$ cat config.mk
export PLATFORM = sky130hd
export DESIGN_NAME = eoc_ext_osc_ctrl
export DESIGN_NICKNAME = d
export VERILOG_FILES = /design/src/design/eoc_pkg.sv /design/src/design/eoc_ext_osc_ctrl.sv /design/src/design/eoc_clk_div2.sv
export SDC_FILE = /design/constraint.sdc
export NUM_CORES = 1
export LEC_CHECK = 0
export BUFFER_PORTS_ARGS = -buffer_cell sky130_fd_sc_hd__buf_2
export CORE_ASPECT_RATIO = 1.2
export CORE_MARGIN = 3
export CORE_UTILIZATION = 24
export CTS_CLUSTER_DIAMETER = 30
export DETAILED_ROUTE_END_ITERATION = 6
export PLACE_DENSITY = 0.47
export SLEW_MARGIN = 15
export SYNTH_ARGS = -nofsm -noshare
export SYNTH_HDL_FRONTEND = slang
export SYNTH_SLANG_ARGS = --single-unit
$ cat constraint.sdc
create_clock -name core_clk -period 8.3 [get_ports core_clk]
set_input_delay 1.66 -clock core_clk [delete_from_list [all_inputs] [get_ports core_clk]]
set_output_delay 1.66 -clock core_clk [all_outputs]
set_load 0.01 [all_outputs]
$ cat src/design/eoc_pkg.sv
package eoc_pkg;

  // ----------------------------------------------------------------
  // Register map
  // ----------------------------------------------------------------
  localparam logic [7:0] EOC_ADDR_CONTROL = 8'hb1;
  localparam logic [7:0] EOC_ADDR_IRQ_STATUS = 8'hb2;
  localparam logic [7:0] EOC_ADDR_IRQ_MASK = 8'hb3;
  localparam logic [7:0] EOC_CONTROL_RESET = 8'h00;
  localparam logic [7:0] EOC_IRQ_RESET = 8'h00;
  localparam logic [7:0] EOC_READ_UNMAPPED = 8'h00;

  // ----------------------------------------------------------------
  // Field positions of the control register
  // ----------------------------------------------------------------
  localparam int EOC_VALID_BIT = 7;
  localparam int EOC_MODE_MSB = 6;
  localparam int EOC_MODE_LSB = 4;
  localparam int EOC_FREQ_MSB = 2;
  localparam int EOC_FREQ_LSB = 0;

  // Interrupt status bits
  localparam int EOC_IRQ_VALID_RISE = 0;
  localparam int EOC_IRQ_VALID_LOSS = 1;
  localparam int EOC_IRQ_MODE_CHANGE = 2;
  localparam logic [7:0] EOC_IRQ_USED = 8'h07;

  // ----------------------------------------------------------------
  // Oscillator mode codes
  // ----------------------------------------------------------------
  localparam logic [2:0] EOC_MODE_OFF0 = 3'h0;
  localparam logic [2:0] EOC_MODE_OFF1 = 3'h1;
  localparam logic [2:0] EOC_MODE_DIG = 3'h2;
  localparam logic [2:0] EOC_MODE_DIG_DIV2 = 3'h3;
  localparam logic [2:0] EOC_MODE_RC = 3'h4;
  localparam logic [2:0] EOC_MODE_CAP = 3'h5;
  localparam logic [2:0] EOC_MODE_XTAL = 3'h6;
  localparam logic [2:0] EOC_MODE_XTAL_DIV2 = 3'h7;

  // ----------------------------------------------------------------
  // Timing
  // ----------------------------------------------------------------
  localparam int EOC_CLK_HZ = 10_000_000;
  localparam int EOC_SETTLE_US = 1000;
  localparam int EOC_SETTLE_CYCLES = EOC_SETTLE_US * (EOC_CLK_HZ / 1_000_000);
  localparam int EOC_STABLE_CYCLES = 16;

  // Crystal qualifier states
  typedef enum logic [2:0] {
    EOC_XS_IDLE   = 3'b001,
    EOC_XS_SETTLE = 3'b010,
    EOC_XS_VALID  = 3'b100
  } eoc_xtal_state_t;

endpackage : eoc_pkg

$ cat src/design/eoc_ext_osc_ctrl.sv
// Summary of operation
// - One 8-bit control register at address 0xb1, all bits zero on reset.
// - Bit 7 is read-only crystal valid: 0 unused or unstable, 1 stable.
// - Valid flag only meaningful in crystal modes (mode 11x).
// - Bits 6:4 are a read/write oscillator mode field.
// - Bit 3 unused: reads zero, writes ignored.
// - Bits 2:0 read/write frequency code; crystal bands rise with code.
// - After crystal enable, valid stays low for an amplitude settling time.
// - Crystal mode uses both crystal pins; other enabled modes only the output pin, off modes (00x) neither.
//
// The strobed register port is this design's own decision.
`timescale 1ns/100ps
`default_nettype none

module eoc_ext_osc_ctrl
  import eoc_pkg::*;
#(
  parameter int SETTLE_CYCLES = EOC_SETTLE_CYCLES,
  parameter int STABLE_CYCLES = EOC_STABLE_CYCLES
)
(
  // Clock and reset
  input  wire logic       core_clk,
  input  wire logic       sys_rst,
  // Register port
  input  wire logic [7:0] reg_addr,
  input  wire logic [7:0] reg_wdata,
  input  wire logic       reg_wr,
  input  wire logic       reg_rd,
  output logic      [7:0] reg_rdata,
  // Analog front end
  input  wire logic       amp_ok,
  input  wire logic       osc_tick,
  // Oscillator drive controls
  output logic            osc_enable,
  output logic            xtal_drive_en,
  output logic      [2:0] drive_code,
  output logic            crystal_in_pin_used,
  output logic            crystal_out_pin_used,
  output logic            ext_clk_tick,
  // Interrupt
  output logic            irq
);

  // ----------------------------------------------------------------
  // Helpers
  // ----------------------------------------------------------------
  function automatic logic is_xtal(input logic [2:0] m);
    return m[2] & m[1];
  endfunction

  function automatic logic is_off(input logic [2:0] m);
    return ~m[2] & ~m[1];
  endfunction

  function automatic logic is_div2(input logic [2:0] m);
    return (m == EOC_MODE_DIG_DIV2) || (m == EOC_MODE_XTAL_DIV2);
  endfunction

  // ----------------------------------------------------------------
  // Storage
  // ----------------------------------------------------------------
  logic [2:0]      ext_osc_mode_field;
  logic [2:0]      ext_osc_freq_code;
  logic            crystal_valid_flag;
  logic [7:0]      irq_status;
  logic [7:0]      irq_mask;
  eoc_xtal_state_t xstate;
  eoc_xtal_state_t next_xstate;
  logic [31:0]     settle_cnt;
  logic [31:0]     stable_cnt;
  logic            valid_q;
  logic [7:0]      ext_osc_control_reg;
  logic [7:0]      events;
  logic            wr_ctrl;
  logic            settle_done;
  logic            stable_done;
  logic            div_tick;

  assign wr_ctrl = reg_wr && (reg_addr == EOC_ADDR_CONTROL);
  assign settle_done = (settle_cnt >= 32'(SETTLE_CYCLES));
  assign stable_done = (stable_cnt >= 32'(STABLE_CYCLES));

  // ----------------------------------------------------------------
  // Control fields
  // ----------------------------------------------------------------
  // Reset clears every field; bit 3 has no storage so writes vanish
  always_ff @(posedge core_clk or posedge sys_rst) begin
    if (sys_rst) begin
      ext_osc_mode_field <= EOC_CONTROL_RESET[EOC_MODE_MSB:EOC_MODE_LSB];
      ext_osc_freq_code  <= EOC_CONTROL_RESET[EOC_FREQ_MSB:EOC_FREQ_LSB];
    end else if (wr_ctrl) begin
      ext_osc_mode_field <= reg_wdata[EOC_MODE_MSB:EOC_MODE_LSB];
      ext_osc_freq_code  <= reg_wdata[EOC_FREQ_MSB:EOC_FREQ_LSB];
    end
  end

  // Read image: valid in bit 7, unused bit 3 forced to zero
  always_comb begin
    ext_osc_control_reg = EOC_CONTROL_RESET;
    ext_osc_control_reg[EOC_VALID_BIT] = crystal_valid_flag;
    ext_osc_control_reg[EOC_MODE_MSB:EOC_MODE_LSB] = ext_osc_mode_field;
    ext_osc_control_reg[EOC_FREQ_MSB:EOC_FREQ_LSB] = ext_osc_freq_code;
  end

  // ----------------------------------------------------------------
  // Crystal qualifier
  // ----------------------------------------------------------------
  // Leaving crystal mode drops back to idle at once, so the flag can
  // never show a stale stable state from an earlier start.
  always_comb begin
    next_xstate = xstate;
    unique case (xstate)
      EOC_XS_IDLE: begin
        if (is_xtal(ext_osc_mode_field)) begin
          next_xstate = EOC_XS_SETTLE;
        end
      end
      EOC_XS_SETTLE: begin
        if (!is_xtal(ext_osc_mode_field)) begin
          next_xstate = EOC_XS_IDLE;
        end else if (settle_done && stable_done) begin
          next_xstate = EOC_XS_VALID;
        end
      end
      EOC_XS_VALID: begin
        if (!is_xtal(ext_osc_mode_field)) begin
          next_xstate = EOC_XS_IDLE;
        end else if (!amp_ok) begin
          next_xstate = EOC_XS_SETTLE;
        end
      end
      default: begin
        next_xstate = EOC_XS_IDLE;
      end
    endcase
  end

  always_ff @(posedge core_clk or posedge sys_rst) begin
    if (sys_rst) begin
      xstate <= EOC_XS_IDLE;
    end else begin
      xstate <= next_xstate;
    end
  end

  // Settling time runs from crystal enable; saturates to stay bounded
  always_ff @(posedge core_clk or posedge sys_rst) begin
    if (sys_rst) begin
      settle_cnt <= 32'h0;
    end else if (xstate == EOC_XS_IDLE) begin
      settle_cnt <= 32'h0;
    end else if (!settle_done) begin
      settle_cnt <= settle_cnt + 32'h1;
    end
  end

  // Amplitude must hold good for a run of cycles; filters detector chatter
  always_ff @(posedge core_clk or posedge sys_rst) begin
    if (sys_rst) begin
      stable_cnt <= 32'h0;
    end else if (xstate == EOC_XS_IDLE || !amp_ok) begin
      stable_cnt <= 32'h0;
    end else if (!stable_done) begin
      stable_cnt <= stable_cnt + 32'h1;
    end
  end

  // Flag is zero whenever the crystal is not selected
  always_ff @(posedge core_clk or posedge sys_rst) begin
    if (sys_rst) begin
      crystal_valid_flag <= 1'b0;
    end else begin
      crystal_valid_flag <= (next_xstate == EOC_XS_VALID);
    end
  end

  // ----------------------------------------------------------------
  // Drive outputs
  // ----------------------------------------------------------------
  // Pin usage follows the mode; crystal needs both pins
  always_ff @(posedge core_clk or posedge sys_rst) begin
    if (sys_rst) begin
      osc_enable           <= 1'b0;
      xtal_drive_en        <= 1'b0;
      drive_code           <= 3'h0;
      crystal_in_pin_used  <= 1'b0;
      crystal_out_pin_used <= 1'b0;
    end else begin
      osc_enable           <= ~is_off(ext_osc_mode_field);
      xtal_drive_en        <= is_xtal(ext_osc_mode_field);
      drive_code           <= ext_osc_freq_code;
      crystal_in_pin_used  <= is_xtal(ext_osc_mode_field);
      crystal_out_pin_used <= ~is_off(ext_osc_mode_field);
    end
  end

  // Optional divide-by-two of the oscillator tick
  eoc_clk_div2 u_div2 (
    .core_clk (core_clk),
    .sys_rst  (sys_rst),
    .tick_in  (osc_tick & ~is_off(ext_osc_mode_field)),
    .div_en   (is_div2(ext_osc_mode_field)),
    .tick_out (div_tick)
  );

  always_ff @(posedge core_clk or posedge sys_rst) begin
    if (sys_rst) begin
      ext_clk_tick <= 1'b0;
    end else begin
      ext_clk_tick <= div_tick;
    end
  end

  // ----------------------------------------------------------------
  // Interrupts
  // ----------------------------------------------------------------
  always_ff @(posedge core_clk or posedge sys_rst) begin
    if (sys_rst) begin
      valid_q <= 1'b0;
    end else begin
      valid_q <= crystal_valid_flag;
    end
  end

  always_comb begin
    events = 8'h00;
    events[EOC_IRQ_VALID_RISE] = crystal_valid_flag & ~valid_q;
    events[EOC_IRQ_VALID_LOSS] = ~crystal_valid_flag & valid_q;
    events[EOC_IRQ_MODE_CHANGE] = wr_ctrl &&
      (reg_wdata[EOC_MODE_MSB:EOC_MODE_LSB] != ext_osc_mode_field);
  end

  // Set wins over a write-one clear in the same cycle
  always_ff @(posedge core_clk or posedge sys_rst) begin
    if (sys_rst) begin
      irq_status <= EOC_IRQ_RESET;
    end else begin
      if (reg_wr && reg_addr == EOC_ADDR_IRQ_STATUS) begin
        irq_status <= ((irq_status & ~reg_wdata) | events) & EOC_IRQ_USED;
      end else begin
        irq_status <= (irq_status | events) & EOC_IRQ_USED;
      end
    end
  end

  always_ff @(posedge core_clk or posedge sys_rst) begin
    if (sys_rst) begin
      irq_mask <= EOC_IRQ_RESET;
    end else if (reg_wr && reg_addr == EOC_ADDR_IRQ_MASK) begin
      irq_mask <= reg_wdata & EOC_IRQ_USED;
    end
  end

  always_ff @(posedge core_clk or posedge sys_rst) begin
    if (sys_rst) begin
      irq <= 1'b0;
    end else begin
      irq <= |(irq_status & irq_mask);
    end
  end

  // ----------------------------------------------------------------
  // Read port
  // ----------------------------------------------------------------
  // Data stands only the cycle after the strobe, zero otherwise
  always_ff @(posedge core_clk or posedge sys_rst) begin
    if (sys_rst) begin
      reg_rdata <= EOC_READ_UNMAPPED;
    end else if (reg_rd) begin
      unique case (reg_addr)
        EOC_ADDR_CONTROL:    reg_rdata <= ext_osc_control_reg;
        EOC_ADDR_IRQ_STATUS: reg_rdata <= irq_status;
        EOC_ADDR_IRQ_MASK:   reg_rdata <= irq_mask;
        default:             reg_rdata <= EOC_READ_UNMAPPED;
      endcase
    end else begin
      reg_rdata <= EOC_READ_UNMAPPED;
    end
  end

endmodule : eoc_ext_osc_ctrl
`default_nettype wire

$ cat src/design/eoc_clk_div2.sv
`timescale 1ns/100ps
`default_nettype none

// Toggle-based divide-by-two enable for the selected oscillator tick.
module eoc_clk_div2
  import eoc_pkg::*;
(
  // Clock and reset
  input  wire logic core_clk,
  input  wire logic sys_rst,
  // Tick input and division select
  input  wire logic tick_in,
  input  wire logic div_en,
  // Tick output
  output logic      tick_out
);

  logic phase;

  // ----------------------------------------------------------------
  // Phase toggles on each input tick; passes every second one
  // ----------------------------------------------------------------
  always_ff @(posedge core_clk or posedge sys_rst) begin
    if (sys_rst) begin
      phase <= 1'b0;
    end else if (!div_en) begin
      phase <= 1'b0;
    end else if (tick_in) begin
      phase <= ~phase;
    end
  end

  // Registered so the output is glitch free
  always_ff @(posedge core_clk or posedge sys_rst) begin
    if (sys_rst) begin
      tick_out <= 1'b0;
    end else begin
      tick_out <= tick_in & (~div_en | phase);
    end
  end

endmodule : eoc_clk_div2
`default_nettype wire

==> impl_metrics.env, run 1 <==
export IMPL_gp_congestion=0.7656
export IMPL_yosysTopAreaCell="dfrtp_1"
export IMPL_start_util_pct=24.88
export IMPL_critPathCaptureType="flop"
export IMPL_grt_max_degree=66
export IMPL_synth_avg_cell_area_um2=11.80
export IMPL_drtPass1Iterations=4
export IMPL_p_leak_nw=2.411
export IMPL_switching_share_pct=20.50
export IMPL_grt_usage_pct=8.732
export IMPL_grt_util_met2_pct=13.44
export IMPL_dpl_cell_area_um2=4319
export IMPL_mappedNetlistNets=361
export IMPL_tightest_slew_ns=0.8222
export IMPL_post_cts_buffers=0
export IMPL_crit_arrival_ns=3.03
export IMPL_final_area_um2=4641
export IMPL_synth_top_area_share_pct=60.76
export IMPL_hp_class="flop to flop"
export IMPL_synth_edf_count=0
export IMPL_wirelength_um=7357
export IMPL_p_sw_mw=0.1959
export IMPL_setup_violations=0
export IMPL_clock_sinks=97
export IMPL_routedWlPerCell_um=12.71
export IMPL_synth_area_leaders="dfrtp_1 (61%), and3_1 (5.4%), and2_1 (3.8%)"
export IMPL_rows=50
export IMPL_clock_path_buffers=2
export IMPL_yosysMostFrequentCell="dfrtp_1"
export IMPL_antenna_cells=0
export IMPL_slew_viol_final=0
export IMPL_clk_pin_slew_ns=0.06
export IMPL_hold_violations=0
export IMPL_max_cap_viol_count=0
export IMPL_max_clock_freq_ghz=0.3567
export IMPL_drive_gt1_share_pct=20.49
export IMPL_async_reset_ff_share_pct=100.0
export IMPL_netlist_instances=335
export IMPL_pwr_share_seq_pct=50.3
export IMPL_cts_tree="built"
export IMPL_clock_skew_ns=0.008052
export IMPL_die_area_um2=18060
export IMPL_netlist_top_cells_count="dfrtp_1 (96), and3_1 (34), and2_1 (24)"
export IMPL_synthDistinctLibCells=45
export IMPL_numCtsBuffers=9
export IMPL_nets=392
export IMPL_ys_flop_type="dfrtp_1"
export IMPL_finalCriticalPeriod_ns=2.803
export IMPL_clk_latency_ns=0.34
export IMPL_regArea_um2=2429
export IMPL_setup_tns_ns=0
export IMPL_met3_usage_pct=3.332
export IMPL_critPathMaxFanout=5
export IMPL_die_w_um=123.2
export IMPL_overflow=0
export IMPL_antenna_found_initial=0
export IMPL_multi_input_area_um2=1400
export IMPL_fin_crit_sh_pct=33.78
export IMPL_die_h_um=146.6
export IMPL_htreeDepth=3
export IMPL_synth_seq_cells=97
export IMPL_outcome="finished clean"
export IMPL_num_vias=2505
export IMPL_irDropWorstVdd_mv=0.07593
export IMPL_pwr_share_comb_pct=3.2
export IMPL_portBuffers=35
export IMPL_ctsHoldBuffers=0
export IMPL_clkPwrFrac_pct=46.5
export IMPL_path_class="input pin to flop"
export IMPL_pin_count=39
export IMPL_antenna_left=0
export IMPL_synth_warnings=0
export IMPL_grt_pass1_wl_um=12530
export IMPL_crit_path_start_kind="input pin"
export IMPL_slew_headroom_pct=44.99
export IMPL_p_int_mw=0.7597
export IMPL_ys_seq_area_share_pct=61.42
export IMPL_cts_root_buf="clkbuf_16"
export IMPL_hpwl_um=4687
export IMPL_synthToLayoutAreaGrowth_pct=17.37
export IMPL_grt_pass1_vias=2607
export IMPL_vias_per_cell=4.326
export IMPL_route_detailed_drc=0
export IMPL_rsz0062_at_grt="false"
export IMPL_p_per_area_nw_per_um2=205.9
export IMPL_drt_initial_drc_count=100
export IMPL_met1_usage_pct=11.23
export IMPL_synth_area_um2=3954
export IMPL_cp_data_required_time_ns=8.53
export IMPL_post_cts_resize_count=0
export IMPL_coreArea_um2=15890
export IMPL_top_usage_layer="met2"
export IMPL_n_fill_cell=1669
-- worst paths after layout --
kind / slack [ns] / depth (start not counted) / start / to
max: 5.50 / 6 / reg_addr[6] / irq_status[0]$_DFF_PP0_
min: 0.35 / 0 / u_div2.tick_out$_DFF_PP0_ / ext_clk_tick$_DFF_PP0_
max reg2reg: 6.07 / 5 / settle_cnt[4]$_DFFE_PP0P_ / crystal_valid_flag$_DFF_PP0_
min reg2reg: 0.35 / 0 / u_div2.tick_out$_DFF_PP0_ / ext_clk_tick$_DFF_PP0_
max in group asynchronous: 5.82 / 3 / sys_rst / stable_cnt[1]$_DFFE_PP0P_
min in group asynchronous: 1.31 / 2 / sys_rst / reg_rdata[0]$_DFF_PP0_
-- metal layers --
layer	vias to the layer above	share of wire (%)
met3	7	3.1
li1	1232	-
met2	24	48
met5	-	0
met4	0	1.1
met1	1242	48
-- logic make-up after synthesis --
| logic type | count (synthesis) | synth area share, % |
|---|---|---|
| xor+xnor | 9 | 1.994 |
| buf+inv | 27 | 3.165 |
| fa+ha+maj | 4 | 1.266 |
| simple gates | 146 | 21.20 |
| other cells | 1 | 0.09485 |
| mux | 16 | 4.430 |
| flops | 97 | 61.42 |
| compound gates | 35 | 6.424 |
-- cell type report --
| class | count | share of cell area [%] |
|---|---|---|
| Sequential cell | 97 | 52.33 |
| Multi-Input combinational cell | 211 | 30.17 |
| Tap cell | 208 | 5.608 |
| Clock buffer | 11 | 5.231 |
| Timing Repair Buffer | 37 | 4.098 |
| Clock inverter | 5 | 1.699 |
| Inverter | 10 | 0.8628 |
-- cells in the final DEF (no fill, tap or decap), drive strengths merged, types with 11 or more instances in the layout --
cell	n
dfrtp	96
nor4	14
buf	37
and3	34
and2	24
mux2	12
nand2	17
clkbuf	11
nor2	19
-- metrics by stage --
step,util [%],power (mW),setup slack [ns],hold WS (ns),instances
5_1_grt,29.20,0.9967,5.467,0.3645,579
4_1_cts,29.20,0.9709,5.516,0.3527,579
3_3_place_gp,27.18,0.5204,5.183,0.3359,563
6_report,29.20,0.9556,5.497,0.3496,579
3_5_place_dp,27.18,0.5210,5.162,0.3379,563
2_1_floorplan,-,0.5078,4.108,0.3312,335
-- power groups by stage --
stage | Combinational, mW | Clock (mW) | Sequential [mW]
final | 0.0306 | 0.445 | 0.480
after global routing | 0.0352 | 0.481 | 0.481
after CTS | 0.0320 | 0.459 | 0.480
after detailed placement | 0.0318 | 0 | 0.489
after global placement | 0.0313 | 0 | 0.489
after floorplan | 0.0184 | 0 | 0.489
-- critical path: stages --
cell,delay [ns]
buf_2,0.09
nand4b_1,0.17
nor3_2,0.26
nand3_1,0.17
or3b_2,0.50
a22o_1,0.19
-- flip-flops by register name, summed over array words and instances, names as in the netlist, 3 cells and up --
name	cells
drive_code	3
ext_osc_freq_code	3
ext_osc_mode_field	3
irq_mask	3
irq_status	3
reg_rdata	7
settle_cnt	32
stable_cnt	32
xstate	3
(Power assumes the default switching activity.)
==> inputs of run 2 (changes only) <==
==> constraint.sdc (replaced) <==
create_clock -name core_clk -period 2.9 [get_ports core_clk]
set_input_delay 0.58 -clock core_clk [delete_from_list [all_inputs] [get_ports core_clk]]
set_output_delay 0.58 -clock core_clk [all_outputs]
set_load 0.01 [all_outputs]
==> run 2 against run 1 <==
Effect of this change:
- flip-flop and latch count stayed put
- clock skew is essentially flat
- register-to-register slack worse by 5.3 ns
- sequential share of layout area shrank 0.17 points
- sequential power increased to 2.9 times the previous value
- non-clock buffer count up 6
- global-route usage increased by 0.24 points
- first-iteration DRC count grew 43%
- largest cell class unchanged
- total power rose to 2.7 times the previous value
- critical endpoint is now settle_cnt[8]$_DFFE_PP0P_
- hold slack better by 0.012 ns
- wire length grew 1.9%
==> impl_metrics.env, run 2 (synthesis gave the netlist of run 1 again) <==
export IMPL_outcome="finished clean"
export IMPL_gp_congestion=0.7722
export IMPL_grt_pass1_vias=2663
export IMPL_drtPass1Iterations=4
export IMPL_die_h_um=146.6
export IMPL_antenna_cells=0
export IMPL_hold_violations=0
export IMPL_crit_arrival_ns=2.38
export IMPL_slowest_stage="nor3_4"
export IMPL_n_fill_cell=1662
export IMPL_critPathCaptureType="flop"
export IMPL_htreeDepth=3
export IMPL_max_clock_freq_ghz=0.4648
export IMPL_start_util_pct=24.88
export IMPL_power_total_mw=2.610
export IMPL_num_vias=2542
export IMPL_finalCriticalPeriod_ns=2.152
export IMPL_path_class="flop to flop"
export IMPL_top_regs="settle_cnt x32, stable_cnt x32, reg_rdata x7"
export IMPL_path_delay_family="simple AND/OR/NAND/NOR gates"
export IMPL_critPathMaxFanout=19
export IMPL_worstHoldStart="u_div2.tick_out$_DFF_PP0_"
export IMPL_drt_initial_drc_count=143
export IMPL_hpwl_um=4995
export IMPL_post_cts_buffers=0
export IMPL_clock_sinks=97
export IMPL_max_stage_delay_ns=0.64
export IMPL_reg2reg_depth=5
export IMPL_hold_path_depth=0
export IMPL_max_cap_viol_count=0
export IMPL_clock_skew_ns=0.008095
export IMPL_post_cts_resize_count=0
export IMPL_overflow=0
export IMPL_r2r_start="settle_cnt[4]$_DFFE_PP0P_"
export IMPL_coreArea_um2=15890
export IMPL_cp_data_required_time_ns=3.13
export IMPL_final_cell_mix="dfrtp_1 (96), buf_2 (35), and3_1 (34)"
export IMPL_hold_slack_ns=0.3612
export IMPL_whs_endpoint="ext_clk_tick$_DFF_PP0_"
export IMPL_grt_max_degree=33
export IMPL_wirelength_um=7495
export IMPL_reg2reg_slack_ns=0.75
export IMPL_synthToLayoutAreaGrowth_pct=17.75
export IMPL_grt_pass1_wl_um=12820
export IMPL_clk_latency_ns=0.34
export IMPL_p_per_area_nw_per_um2=560.6
export IMPL_vias_per_cell=4.353
export IMPL_nets=398
export IMPL_ctsHoldBuffers=0
export IMPL_portBuffers=35
export IMPL_die_area_um2=18060
export IMPL_tightest_slew_ns=0.7618
export IMPL_die_w_um=123.2
export IMPL_antenna_found_initial=0
export IMPL_cp_num_buf_inv=0
export IMPL_slew_viol_final=0
export IMPL_layout_commonest_cell="dfrtp_1"
export IMPL_clk_pin_slew_ns=0.07
export IMPL_slew_headroom_pct=49.11
export IMPL_grt_usage_pct=8.968
export IMPL_drive_gt1_share_pct=21.28
export IMPL_cts_tree="built"
export IMPL_cts_root_buf="clkbuf_16"
export IMPL_p_leak_nw=2.421
export IMPL_fin_crit_sh_pct=74.19
export IMPL_numCtsBuffers=9
export IMPL_rsz0062_at_grt="false"
export IMPL_route_detailed_drc=0
export IMPL_irDropWorstVdd_mv=0.2215
export IMPL_timing_rr_end="settle_cnt[8]$_DFFE_PP0P_"
export IMPL_crit_path_start_kind="flop"
export IMPL_rows=50
export IMPL_pin_count=39
export IMPL_routedWlPerCell_um=12.83
export IMPL_crit_path_cell_trace="nor4_2 > o21ai_2 > nor3_4 > a31oi_1 > a41o_1"
export IMPL_clock_path_buffers=2
export IMPL_antenna_left=0
export IMPL_setup_tns_ns=0
export IMPL_hp_class="flop to flop"
export IMPL_setup_violations=0
run 2: routing by layer:
layer | wire length (um) | vias to the layer above | track usage [%]
li1 | - | 1241 | -
met2 | 3511 | 34 | 13.20
met3 | 234 | 14 | 2.131
met1 | 3572 | 1253 | 11.95
met4 | 175 | 0 | 5.152
met5 | 0 | - | 0
run 2: cell type report:
| class | count | area (um2) | share of cell area, % |
|---|---|---|---|
| clock buffer | 11 | 232.7 | 4.999 |
| clock inverter | 4 | 45.04 | 0.9675 |
| inverter | 10 | 41.29 | 0.8869 |
| multi-input combinational | 211 | 1400 | 30.07 |
| sequential | 97 | 2429 | 52.16 |
| tap | 208 | 260.3 | 5.590 |
| timing repair buffer | 43 | 247.7 | 5.321 |
run 2: worst max-delay path by stage:
stage | depth (start not counted) | start | slack (ns) | end
after global placement | 5 | settle_cnt[4]$_DFFE_PP0P_ | 0.77 | crystal_valid_flag$_DFF_PP0_
after global routing | 5 | settle_cnt[4]$_DFFE_PP0P_ | 0.54 | settle_cnt[8]$_DFFE_PP0P_
after floorplan | 5 | reg_addr[6] | 1.07 | irq_status[0]$_DFF_PP0_
after detailed placement | 5 | settle_cnt[4]$_DFFE_PP0P_ | 0.75 | xstate[2]$_DFF_PP0_
final | 5 | settle_cnt[4]$_DFFE_PP0P_ | 0.75 | settle_cnt[8]$_DFFE_PP0P_
after CTS | 5 | settle_cnt[4]$_DFFE_PP0P_ | 0.74 | xstate[2]$_DFF_PP0_
run 2: power by group:
part	internal (mW)	switching, mW
logic	0.0348	0.0592
registers	1.37	0.00853
clock network	0.660	0.481
total	2.06	0.549
run 2: through the flow:
stage / utilization [%] / instance area, um2 / worst slack, ns / std cells
5_1_grt: 29.30 / 4656 / 0.5449 / 584
6_report: 29.30 / 4656 / 0.7485 / 584
3_5_place_dp: 27.55 / 4378 / 0.7522 / 569
3_3_place_gp: 27.55 / 4378 / 0.7673 / 569
2_1_floorplan: - / 3958 / 1.075 / 335
4_1_cts: 29.30 / 4656 / 0.7356 / 584
